`config.mk`:
```
export PLATFORM = sky130hd
export DESIGN_NAME = amg_core
export DESIGN_NICKNAME = d
export VERILOG_FILES = /design/src/amg_pkg.sv /design/src/amg_modulo.sv /design/src/amg_bitrev.sv /design/src/amg_core.sv
export SDC_FILE = /design/constraint.sdc
export NUM_CORES = 1
export LEC_CHECK = 0
export BUFFER_PORTS_ARGS = -buffer_cell sky130_fd_sc_hd__buf_2
export CORE_MARGIN = 2
export CORE_UTILIZATION = 45
export DETAILED_ROUTE_END_ITERATION = 10
export GPL_TIMING_DRIVEN = 0
export PLACE_DENSITY = 0.7
export SETUP_SLACK_MARGIN = 0.3
export SLEW_MARGIN = 20
export SYNTH_ARGS = -nofsm -noshare
export SYNTH_HDL_FRONTEND = slang
export SYNTH_HIERARCHICAL = 1
export SYNTH_SLANG_ARGS = --single-unit
```
`constraint.sdc`:
```
create_clock -name hclk -period 6.6 [get_ports hclk]
set_input_delay 0.33 -clock hclk [delete_from_list [all_inputs] [get_ports hclk]]
set_output_delay 0.33 -clock hclk [all_outputs]
set_load 0.05 [all_outputs]
```
`src/amg_pkg.sv`:
```
// Package for the modulo and bit-reversed address generator.
// Assumes a 32-bit AHB-Lite register bus and a 16-bit core datapath.
package amg_pkg;
  // Register byte offsets
  localparam logic [7:0] OFS_CTRL   = 8'h00;
  localparam logic [7:0] OFS_XSTART = 8'h04;
  localparam logic [7:0] OFS_XEND   = 8'h08;
  localparam logic [7:0] OFS_YSTART = 8'h0C;
  localparam logic [7:0] OFS_YEND   = 8'h10;
  localparam logic [7:0] OFS_BREV   = 8'h14;
  localparam logic [7:0] OFS_STAT   = 8'h18;
  localparam logic [7:0] OFS_LAST   = 8'h1C;
  // Control field positions
  localparam int XSEL_LSB = 0;
  localparam int YSEL_LSB = 4;
  localparam int BSEL_LSB = 8;
  localparam int YEN_BIT  = 14;
  localparam int XEN_BIT  = 15;
  // Reverse-carry control field positions
  localparam int BEN_BIT  = 15;
  localparam int PIV_MSB  = 14;
  // Pointer select code that means no pointer
  localparam logic [3:0] NO_PTR = 4'hF;
  // Reset values
  localparam logic [15:0] RST_CTRL = 16'h0FFF;
  localparam logic [15:0] RST_REG  = 16'h0000;
  // Address generators
  typedef enum logic [1:0] {
    GEN_XRD = 2'h0,
    GEN_XWR = 2'h1,
    GEN_Y   = 2'h2
  } amg_gen_t;
  // Addressing modes
  typedef enum logic [2:0] {
    M_IND     = 3'h0,
    M_POSTINC = 3'h1,
    M_POSTDEC = 3'h2,
    M_PREINC  = 3'h3,
    M_PREDEC  = 3'h4,
    M_OFFSET  = 3'h5
  } amg_mode_t;
  // Bus slave states
  typedef enum logic [1:0] {
    ST_IDLE = 2'b01,
    ST_RD   = 2'b10
  } amg_state_t;
endpackage : amg_pkg

```
`src/amg_modulo.sv`:
```
// Circular buffer boundary correction.
// Assumes start and end bound one buffer with start not above end.
`timescale 1ns/1ps
module amg_modulo
  import amg_pkg::*;
(
  // Candidate address and direction
  input  wire logic [15:0] addr,
  input  wire logic        up,
  input  wire logic        down,
  // Buffer bounds
  input  wire logic [15:0] start_a,
  input  wire logic [15:0] end_a,
  // Result
  output logic      [15:0] fixed,
  output logic             wrapped
);
  logic [15:0] len;   // Buffer length in bytes
  logic        above; // Passed upper bound
  logic        below; // Passed lower bound

  // Length follows from the bounds, up to 32K words
  assign len   = 16'(end_a - start_a + 16'h0001); // RL3
  // Passing a bound counts, not only landing on it
  assign above = up & (addr > end_a);     // RL6
  assign below = down & (addr < start_a); // RL6
  // Each access checks only its own direction; both
  // directions are safe for power-of-two lengths
  assign wrapped = above | below; // RL7
  // Wrap back into the buffer by its length
  assign fixed = above ? 16'(addr - len) :
                 below ? 16'(addr + len) : addr; // RL18
endmodule : amg_modulo

```
`src/amg_bitrev.sv`:
```
// Reverse-carry adder for bit-reversed pointer updates.
// Assumes word data; the pivot is a word count.
`timescale 1ns/1ps
module amg_bitrev
  import amg_pkg::*;
(
  // Pointer and pivot
  input  wire logic [15:0] ptr,
  input  wire logic [14:0] pivot,
  // Reversed-carry sum
  output logic      [15:0] sum
);
  logic [15:0] piv_b; // Pivot scaled to bytes
  logic [15:0] r_ptr; // Mirrored pointer
  logic [15:0] r_piv; // Mirrored pivot
  logic [15:0] r_sum; // Mirrored sum
  logic [15:0] s_raw; // Sum back in normal order

  // Word pivot becomes a byte modifier
  assign piv_b = {pivot, 1'b0}; // RL12
  // Mirror the operands so carries run downward
  genvar i;
  for (i = 0; i < 16; i++) begin : g_mir
    assign r_ptr[i] = ptr[15-i];
    assign r_piv[i] = piv_b[15-i];
    assign s_raw[i] = r_sum[15-i]; // RL17
  end
  assign r_sum = 16'(r_ptr + r_piv); // RL14
  // Word data: address bit zero stays clear
  assign sum = {s_raw[15:1], 1'b0}; // RL14
endmodule : amg_bitrev

```
`src/amg_core.sv`:
```
// Effective address correction with register slave.
// Assumes one AHB-Lite master and a core issuing one request per cycle.
//
// Contract
// [RL1] X modulo needs enable and select not 15
// [RL2] Y modulo needs enable and select not 15
// [RL3] Start and end registers bound each buffer
// [RL4] One X buffer and one Y buffer
// [RL5] Y modulo addresses keep bit zero clear
// [RL6] Boundary passed, not only reached, triggers
// [RL7] Power-of-two buffers work both directions
// [RL8] Writeback only for pre or post modify
// [RL9] Bit reversal only for X data writes
// [RL10] Bit reversal needs select, enable, increment mode
// [RL11] Software aligns bit-reversed buffer start
// [RL12] Pivot scaled to byte address
// [RL13] Byte or other modes give normal addresses
// [RL14] Reversed carry add, mode step ignored
// [RL15] Bit reversal overrides X write modulo
// [RL16] Software avoids read right after control write
// [RL17] Sixteen entries map to mirrored index
// [RL18] Crossing wraps address by buffer length
//
// The AHB-Lite register port and the placing of the registers were decided locally.
`timescale 1ns/1ps
module amg_core
  import amg_pkg::*;
(
  // Clock and reset
  input  wire logic        hclk,
  input  wire logic        hresetn,
  // AHB-Lite slave
  input  wire logic        hsel,
  input  wire logic [31:0] haddr,
  input  wire logic [1:0]  htrans,
  input  wire logic        hwrite,
  input  wire logic [2:0]  hsize,
  input  wire logic [31:0] hwdata,
  input  wire logic        hready,
  output logic             hreadyout,
  output logic      [31:0] hrdata,
  output logic             hresp,
  // Core request
  input  wire logic        req_valid,
  input  wire logic [1:0]  req_gen,
  input  wire logic [3:0]  req_reg,
  input  wire logic [15:0] req_ptr,
  input  wire logic [15:0] req_step,
  input  wire logic [2:0]  req_mode,
  input  wire logic        req_byte,
  // Core answer
  output logic             ea_valid,
  output logic      [15:0] ea,
  output logic             wb_valid,
  output logic      [3:0]  wb_reg,
  output logic      [15:0] wb_data,
  output logic             ea_wrapped,
  output logic             ea_reversed
);
  // Software registers
  logic [15:0] addr_mode_control;
  logic [15:0] x_buffer_start;
  logic [15:0] x_buffer_end;
  logic [15:0] y_buffer_start;
  logic [15:0] y_buffer_end;
  logic [15:0] reverse_carry_control;

  // Bus slave state
  amg_state_t  state;
  logic        wr_pend;  // Write data phase pending
  logic [7:0]  wr_addr;  // Write target offset
  logic [7:0]  rd_addr;  // Read target offset

  // Bus decode
  logic        take;     // Transfer accepted
  logic        take_rd;  // Read accepted
  logic        take_wr;  // Write accepted
  logic [31:0] rd_mux;   // Read data select
  logic [15:0] wd;       // Write data low half

  // Address phase accepted on hready with NONSEQ or SEQ
  assign take    = hsel & hready & htrans[1];
  assign take_rd = take & ~hwrite;
  assign take_wr = take & hwrite;
  assign wd      = hwdata[15:0];

  // Register read select, unmapped reads as zero
  assign rd_mux =
    (rd_addr == OFS_CTRL)   ? {16'h0000, addr_mode_control} :
    (rd_addr == OFS_XSTART) ? {16'h0000, x_buffer_start} :
    (rd_addr == OFS_XEND)   ? {16'h0000, x_buffer_end} :
    (rd_addr == OFS_YSTART) ? {16'h0000, y_buffer_start} :
    (rd_addr == OFS_YEND)   ? {16'h0000, y_buffer_end} :
    (rd_addr == OFS_BREV)   ? {16'h0000, reverse_carry_control} :
    (rd_addr == OFS_STAT)   ? {30'h0, ea_reversed, ea_wrapped} :
    (rd_addr == OFS_LAST)   ? {16'h0000, ea} : 32'h00000000;

  // Bus state: reads take one wait state so that a write
  // in the data phase just before is already visible
  always_ff @(posedge hclk or negedge hresetn) begin
    if (!hresetn) begin
      state     <= ST_IDLE;
      hreadyout <= 1'b1;
      rd_addr   <= 8'h00;
    end else begin
      unique case (state)
        ST_IDLE: begin
          // Latch read target and stall one cycle
          if (take_rd) begin
            state     <= ST_RD;
            hreadyout <= 1'b0;
            rd_addr   <= haddr[7:0];
          end
        end
        ST_RD: begin
          // Data ready on the next edge
          state     <= ST_IDLE;
          hreadyout <= 1'b1;
        end
      endcase
    end
  end

  // Read data and response
  always_ff @(posedge hclk or negedge hresetn) begin
    if (!hresetn) begin
      hrdata <= 32'h00000000;
      hresp  <= 1'b0;
    end else begin
      hresp <= 1'b0;
      if (state == ST_RD) begin
        hrdata <= rd_mux;
      end
    end
  end

  // Write address phase capture
  always_ff @(posedge hclk or negedge hresetn) begin
    if (!hresetn) begin
      wr_pend <= 1'b0;
      wr_addr <= 8'h00;
    end else begin
      wr_pend <= take_wr;
      if (take_wr) begin
        wr_addr <= haddr[7:0];
      end
    end
  end

  // Register writes in the data phase
  always_ff @(posedge hclk or negedge hresetn) begin
    if (!hresetn) begin
      addr_mode_control     <= RST_CTRL;
      x_buffer_start        <= RST_REG;
      x_buffer_end          <= RST_REG;
      y_buffer_start        <= RST_REG;
      y_buffer_end          <= RST_REG;
      reverse_carry_control <= RST_REG;
    end else if (wr_pend) begin
      // Status and unmapped offsets ignore writes
      if (wr_addr == OFS_CTRL)   addr_mode_control     <= wd;
      if (wr_addr == OFS_XSTART) x_buffer_start        <= wd;
      if (wr_addr == OFS_XEND)   x_buffer_end          <= wd;
      if (wr_addr == OFS_YSTART) y_buffer_start        <= wd;
      if (wr_addr == OFS_YEND)   y_buffer_end          <= wd;
      if (wr_addr == OFS_BREV)   reverse_carry_control <= wd;
    end
  end

  // Control fields
  logic [3:0]  x_mod_pointer_select;
  logic [3:0]  y_mod_pointer_select;
  logic [3:0]  bitrev_pointer_select;
  logic        x_mod_enable;
  logic        y_mod_enable;
  logic        bitrev_enable;
  logic [14:0] bitrev_pivot;

  assign x_mod_pointer_select  = addr_mode_control[XSEL_LSB +: 4];
  assign y_mod_pointer_select  = addr_mode_control[YSEL_LSB +: 4];
  assign bitrev_pointer_select = addr_mode_control[BSEL_LSB +: 4];
  assign x_mod_enable  = addr_mode_control[XEN_BIT];
  assign y_mod_enable  = addr_mode_control[YEN_BIT];
  assign bitrev_enable = reverse_carry_control[BEN_BIT];
  assign bitrev_pivot  = reverse_carry_control[PIV_MSB:0];

  // Request decode
  logic        is_x;     // X read or X write generator
  logic        is_y;     // Y generator
  logic        inc;      // Increment mode
  logic        dec;      // Decrement mode
  logic        pre;      // Pre-modify mode
  logic        ofs;      // Register plus offset
  logic        dir_up;   // Address moves upward
  logic        dir_dn;   // Address moves downward
  logic [15:0] delta;    // Signed modifier
  logic [15:0] raw_new;  // Unc orrected new address

  assign is_x = (req_gen == GEN_XRD) | (req_gen == GEN_XWR);
  assign is_y = (req_gen == GEN_Y);
  assign inc  = (req_mode == M_POSTINC) | (req_mode == M_PREINC);
  assign dec  = (req_mode == M_POSTDEC) | (req_mode == M_PREDEC);
  assign pre  = (req_mode == M_PREINC) | (req_mode == M_PREDEC);
  assign ofs  = (req_mode == M_OFFSET);
  // Offset sign gives its direction
  assign dir_up = inc | (ofs & ~req_step[15]);
  assign dir_dn = dec | (ofs & req_step[15]);
  assign delta  = dec ? 16'(-req_step) :
                  (inc | ofs) ? req_step : 16'h0000;
  assign raw_new = 16'(req_ptr + delta);

  // Mode enables
  logic xmod_on;   // X modulo applies
  logic ymod_on;   // Y modulo applies
  logic brev_on;   // Bit reversal applies
  logic mod_on;    // Modulo used for this access

  // Independent X and Y buffers at once
  assign xmod_on = is_x & x_mod_enable &
                   (x_mod_pointer_select != NO_PTR) &
                   (req_reg == x_mod_pointer_select); // RL1 RL4
  assign ymod_on = is_y & y_mod_enable &
                   (y_mod_pointer_select != NO_PTR) &
                   (req_reg == y_mod_pointer_select); // RL2 RL4
  // Only X writes, word size, increment modes
  assign brev_on = (req_gen == GEN_XWR) & bitrev_enable &
                   (bitrev_pointer_select != NO_PTR) &
                   (req_reg == bitrev_pointer_select) &
                   ~req_byte & inc; // RL9 RL10 RL13
  // Bit reversal wins on the X write generator only
  assign mod_on = (xmod_on | ymod_on) & ~brev_on; // RL15

  // Buffer bounds of the selected space
  logic [15:0] sel_start;
  logic [15:0] sel_end;
  logic [15:0] mod_addr;
  logic        mod_wrap;
  logic [15:0] rev_addr;

  assign sel_start = is_y ? y_buffer_start : x_buffer_start; // RL3
  assign sel_end   = is_y ? y_buffer_end : x_buffer_end;     // RL3

  // Boundary correction
  amg_modulo u_modulo (
    .addr    (raw_new),
    .up      (dir_up),
    .down    (dir_dn),
    .start_a (sel_start),
    .end_a   (sel_end),
    .fixed   (mod_addr),
    .wrapped (mod_wrap)
  );

  // Reverse-carry update, mode step ignored
  amg_bitrev u_bitrev (
    .ptr   (req_ptr),
    .pivot (bitrev_pivot),
    .sum   (rev_addr)
  );

  // Result selection
  logic [15:0] upd;       // Updated pointer value
  logic [15:0] upd_w;     // After word alignment
  logic [15:0] next_ea;   // Effective address
  logic        next_wb;   // Pointer written back
  logic        next_wrap; // Correction applied
  logic [15:0] old_w;     // Old pointer after word alignment

  assign next_wrap = mod_on & mod_wrap;
  assign upd = brev_on ? rev_addr :
               mod_on ? mod_addr : raw_new; // RL14 RL18
  // Y modulo treats data as words
  assign upd_w = ymod_on ? {upd[15:1], 1'b0} : upd; // RL5
  assign old_w = ymod_on ? {req_ptr[15:1], 1'b0} : req_ptr; // RL5
  // Pre-modify and offset use the new address,
  // indirect and post-modify use the old pointer
  assign next_ea = (pre | ofs) ? upd_w : old_w; // RL8
  // Offset mode corrects the access only
  assign next_wb = inc | dec; // RL8

  // Registered answer to the core
  always_ff @(posedge hclk or negedge hresetn) begin
    if (!hresetn) begin
      ea_valid    <= 1'b0;
      ea          <= 16'h0000;
      wb_valid    <= 1'b0;
      wb_reg      <= 4'h0;
      wb_data     <= 16'h0000;
      ea_wrapped  <= 1'b0;
      ea_reversed <= 1'b0;
    end else begin
      ea_valid <= req_valid;
      wb_valid <= req_valid & next_wb; // RL8
      if (req_valid) begin
        ea          <= next_ea;
        wb_reg      <= req_reg;
        wb_data     <= upd_w;
        ea_wrapped  <= next_wrap;
        ea_reversed <= brev_on;
      end
    end
  end
endmodule : amg_core

```
# Yosys cells after proc, flatten, opt, wreduce, memory -nomap -nowiden
# Cells that the tools add are included.
# op_classes
n_addsub,7
n_mul,0
n_div,0
n_lt_le_gt_ge,2
n_eq_ne,28
shifts,0
n_mux,23
bitwise_logic,37
n_reduce_logical,10
# op_table
operator,count
16-bit two-way mux,17
8-bit by 5-bit == test with 1-bit output (second input constant),6
16-bit adder,2
8-bit by 4-bit == test with 1-bit output (second input constant),4
16-bit subtractor,2
1-bit AND,22
16-bit by 1-bit adder with 16-bit output (second input constant),1
8-bit by 3-bit == test with 1-bit output (second input constant),2
16-bit greater-than comparator,1
8-bit zero test,2
16-bit < comparator,1
16-bit negation,1
15-bit adder,1
2-bit AND reduction,7
4-bit == test,3
4-bit inequality test (second input constant),3
1-bit OR,11
3-bit by 2-bit == test with 1-bit output (second input constant),2
3-bit == test (second input constant),2
2-bit by 1-bit == test with 1-bit output (second input constant),2
2-bit == test (second input constant),2
1-bit NOT,4
2-bit one-hot mux with 2 select lines,1
3-bit by 1-bit == test with 1-bit output (second input constant),1
5 further kinds,7
# totals
register_bits,188
latch_bits,0
mem_bits_rw,0
rom_bits,0
input_bits,117
output_inout_bits,74
memories,0

# Logic depth before layout (Yosys ltp)
# logic_depth
word_depth,14
mapped_depth,30

# Modules after synthesis
# Netlist, hierarchy kept.
# modules_own_cells
module,instances,cells_per_inst,area_each_um2,seq_area_each_um2
amg_core,1,955,9908.3,4295.4
amg_modulo,1,467,3380.7,0.0
amg_bitrev,1,88,674.4,0.0

# Worst setup path after synthesis
# No wires, ideal clock.
# synth_timing
path_kind,input to register
start,input req_gen[1]
end,register ea[15]
setup_ns,0.067
t_arrival_ns,5.464
required_time_ns,6.533
path_slack_ns,1.068
path_stages,27
path_cell_list,nor2b_1 clkbuf_1 buf_1 mux2_2 ha_1 ha_1 a21o_1 a21oi_1 o21bai_1 a21oi_1 nand2b_1 nand2_1 a21oi_1 xnor2_1 ha_1 clkbuf_1 a21oi_1 o21ai_1 a2111oi_2 nor3_1 a2111oi_2 xor2_1 nor2_1 a211oi_1 nand3_1 a311oi_1 a221o_1
# synth_between
word_cells_on_any_way,33
classes_between,4 x add/sub; 2 x order compare; 2 x eq/ne; 7 x mux; 17 x bitwise; 1 x reduce/logical
# synth_lines
item,line,text
"start, declared",amg_core.sv:45,"input wire logic [1:0] req_gen,"
2-bit == test *,amg_core.sv:200,assign is_y = (req_gen == GEN_Y);
16-bit two-way mux *,amg_core.sv:241,assign sel_end = is_y ? y_buffer_end : x_buffer_end;
net sel_end[2],amg_core.sv:235,logic [15:0] sel_end;
16-bit subtractor,amg_modulo.sv:23,assign len = 16'(end_a - start_a + 16'h0001);
16-bit by 1-bit adder with 16-bit output,amg_modulo.sv:23,
16-bit adder,amg_modulo.sv:32,below ? 16'(addr + len) : addr;
16-bit two-way mux,amg_modulo.sv:32,
16-bit two-way mux *,amg_modulo.sv:31,assign fixed = above ? 16'(addr - len) :
net mod_addr[15],amg_core.sv:236,logic [15:0] mod_addr;
16-bit two-way mux *,amg_core.sv:271,mod_on ? mod_addr : raw_new;
16-bit two-way mux *,amg_core.sv:270,assign upd = brev_on ? rev_addr :
16-bit two-way mux *,amg_core.sv:277,assign next_ea = (pre | ofs) ? upd_w : old_w;
"end signal, assigned",amg_core.sv:295,ea <= next_ea;
"end, declared",amg_core.sv:53,"output logic [15:0] ea,"
# The timed path passes the listed nets; every way through them passes the cells marked *.
# A chain may end at the register's enable or synchronous reset.

# Final worst setup path
# layout_timing
start,input req_mode[1]
end,register ea[6]
# layout_between
elab_chain_len,13
word_cells_on_any_way,31
classes_between,3 x add/sub; 2 x order compare; 5 x eq/ne; 7 x mux; 14 x bitwise
# layout_rtl
item,line,text
"start, declared",amg_core.sv:49,"input wire logic [2:0] req_mode,"
3-bit by 1-bit == test with 1-bit output or 3-bit by 2-bit == test with 1-bit output (tied branches),amg_core.sv:201,assign inc = (req_mode == M_POSTINC) | (req_mode == M_PREINC);
1-bit OR,amg_core.sv:201,
1-bit OR,amg_core.sv:209,(inc | ofs) ? req_step : 16'h0000;
16-bit two-way mux,amg_core.sv:209,
16-bit two-way mux *,amg_core.sv:208,assign delta = dec ? 16'(-req_step) :
16-bit adder *,amg_core.sv:210,assign raw_new = 16'(req_ptr + delta);
net raw_new[15],amg_core.sv:197,logic [15:0] raw_new;
16-bit < comparator,amg_modulo.sv:26,assign below = down & (addr < start_a);
1-bit AND,amg_modulo.sv:26,
16-bit two-way mux,amg_modulo.sv:32,
16-bit two-way mux *,amg_modulo.sv:31,
net mod_addr[6],amg_core.sv:236,
16-bit two-way mux *,amg_core.sv:271,
16-bit two-way mux *,amg_core.sv:270,
16-bit two-way mux *,amg_core.sv:277,
# Marked as above.

==> flow_summary.json <==
{
  "path_class": "primary input to register",
  "rows": 64,
  "antenna_found_initial": 2,
  "period_share_pct": 91.6,
  "syn_area_sq_um": 14000,
  "max_cap_violations": 0,
  "synth_top_family_by_area": "compound AO/OA/AOI/OAI gates",
  "start_util_pct": 45.6,
  "maxSlewHeadroom_pct": 23.4,
  "synthMuxAreaShare_pct": 15.1,
  "num_vias": 12700,
  "worstSkewPairLatency_ns": 0.44,
  "syn_inst": 1510,
  "status": "finished, final reports clean",
  "avgRoutedWirePerCell_um": 21.8,
  "post_synth_num_cell_types": 88,
  "synth-compound-area-share_pct": 19.8,
  "max_stage_delay_ns": 0.47,
  "tightestPinTransition_ns": 1.14,
  "critical-path-slowest-cell": "or4_4",
  "fin_nets": 1931,
  "place.gp.congestion": 0.941,
  "final_cell_mix": "dfrtp_1, mux2_2, buf_2, nand2_1, ha_1",
  "ys.warnings.count": 6,
  "top_level_ports": 191,
  "fp.dieH_um": 180,
  "ys_ff_latch": 171,
  "synthFlopType": "dfrtp_1",
  "vias_per_cell": 6.05,
  "ant_nets": 0,
  "period_minus_slack_ns": 6.05,
  "die_area_sq_um": 32500,
  "cts_tree": "done",
  "htreeDepth": 4,
  "layout_commonest_cell": "dfrtp_1",
  "crit_path_end_kind": "register",
  "synthAdderAreaFrac_pct": 11.8,
  "clock_path_buffers": 2,
  "cts_root_buf": "clkbuf_16",
  "dr.pass1.iters": 7,
  "fin_tns_setup_ns": 0,
  "max_freq_mhz": 165,
  "rsz0062_at_grt": "false",
  "crit_buf_inv": 4,
  "yosys.area_share.xor_xnor_pct": 3.51,
  "core_sq_um": 30600,
  "dp_slack_ns": -0.585,
  "io_buffer_count": 129,
  "track_usage_pct": 27.5,
  "grt_max_degree": 89,
  "fin_ws_ns": 0.553,
  "leakagePower_uw": 0.00724,
  "yosysSeqAreaShare_pct": 30.8,
  "synthSimpleGateAreaFrac_pct": 13.6,
  "critPathRequiredTime_ns": 6.95,
  "wirelength_mm": 45.6,
  "synth_edf_count": 0,
  "ir_worst_vdd_v": 0.000194,
  "grt.overflow.total": 0,
  "fin_skew_ns": 0.0151,
  "min_path_type": "primary input to register",
  "area_growth_pct": 14.8,
  "drive_above_1_share_pct": 25.9,
  "syn_avg_cell_area_sq_um": 9.25,
  "cts_made_buffers": 17,
  "cts.clk_slew.worst_paths_ns": 0.07,
  "drt_iter0_markers": 1387,
  "hold_viol": 0,
  "drv_slew": 0,
  "p_per_area_nw_per_um2": 407,
  "nFillCells": 2801,
  "startpoint_type": "primary input",
  "async_reset_ff_share_pct": 100,
  "final_util_pct": 52.4,
  "grt_pass1_vias": 12100,
  "grt_first_pass_wirelength_mm": 70.2,
  "die_x_um": 180,
  "arrival_ns": 6.40,
  "place_hpwl_mm": 35.9,
  "num_antenna_cells": 0,
  "finalSetupViolations": 0,
  "crit_family": "compound AO/OA/AOI/OAI gates",
  "clock-sinks": 171,
  "path_max_fanout": 10,
  "drc_errors": 0
}
## layout make-up
cell class / instances / area (sq um) / share of cell area [%]
clock buffers: 18 / 439 / 2.74
clock inverters: 14 / 164 / 1.02
repair buffers: 140 / 761 / 4.74
plain buffers: 81 / 458 / 2.86
flip-flops and latches: 171 / 4300 / 26.8
multi-input cells: 1193 / 9120 / 56.9
well taps: 396 / 495 / 3.09
inverters: 81 / 304 / 1.90
## worst paths after layout
path	cells past startpoint	endpoint	slack [ns]	start
setup / recovery	27	ea[6]	0.55	req_mode[1]
min in group asynchronous	2	wb_data[14]	0.49	hresetn
hold reg to reg	2	wr_addr[6]	0.47	wr_addr[6]
setup reg to reg	21	ea[15]	0.88	x_buffer_start[1]
max in group asynchronous	3	addr_mode_control[2]	5.19	hresetn
hold / removal	1	ea_valid	0.06	req_valid
## synthesized netlist by cell type (23+ instances only)
cell type | instances | share of area (%)
dfrtp_1 | 158 | 28
mux2_2 | 156 | 13
nand2_1 | 127 | 3.4
ha_1 | 124 | 11
a21oi_1 | 105 | 3.8
nor2_1 | 90 | 2.4
inv_1 | 77 | 2.1
o21ai_0 | 71 | 2.5
nand3_1 | 40 | 1.4
clkbuf_1 | 39 | 1.0
xnor2_1 | 33 | 2.1
a22oi_1 | 32 | 1.7
a21o_1 | 30 | 1.6
mux2i_1 | 28 | 2.0
buf_4 | 23 | 1.2
xor2_1 | 23 | 1.4
## report_power, final
| part | switching, uW | internal (uW) |
|---|---|---|
| registers | 169 | 1270 |
| logic | 2610 | 1430 |
| clock network | 496 | 554 |
## stage by stage
| step | power (uW) | cells | hold slack, ns | area, sq um |
|---|---|---|---|---|
| 6_report | 6530 | 2094 | 0.0596 | 16000 |
| 5_1_grt | 6930 | 2094 | 0.0550 | 16000 |
| 4_1_cts | 6400 | 2088 | 0.0454 | 15900 |
| 3_5_place_dp | 5320 | 2053 | 0.372 | 15200 |
| 3_3_place_gp | 5230 | 2051 | 0.451 | 15200 |
| 2_1_floorplan | 4230 | 1526 | 0.0344 | 14000 |
## worst reg2reg max path: stages (launching register included)
cell       delay, ns
dfrtp_1         0.40
mux2_2          0.29
ha_1            0.29
inv_1           0.04
ha_1            0.21
fa_1            0.47
a21oi_1         0.23
o2111ai_1       0.28
a21o_1          0.25
a21o_1          0.18
xor2_1          0.29
ha_1            0.39
nor3b_1         0.21
a2111oi_4       0.39
nor3_1          0.13
a2111oi_2       0.36
xor2_1          0.19
nor2_1          0.06
a211oi_2        0.34
nand3_1         0.19
a311oi_2        0.33
a221o_1         0.15
## layer usage
metal  wire length [um]  GRT usage [%]  up-vias  share of wire (%)
met2              20900           43.5      526                 46
li1                   -              -     5840                  -
met4               1650           10.5        4                3.6
met5                 24              0        -              0.053
met3               3310           4.69       88                7.3
met1              19800           37.7     6211                 43
## repair_timing
action                     CTS  global route
hold buffers                 1             0
hold endpoints to repair    75             0
setup endpoints to repair   32            32
gates cloned                 0             0
pin swaps                    1             4
resized for setup           12            21
setup buffers                2             6
## cell families (layout without fill, tap and decap cells)
logic type,count (synthesis),after routing
AOI/OAI and AO/OA,411,411
and+or+nand+nor,392,392
muxes,187,187
DFF,171,171
buffers and inverters,162,334
adders and majority gates,129,129
xor gates and xnor gates,56,56
other,2,18
Note: power is estimated with default switching activity, not from simulation.
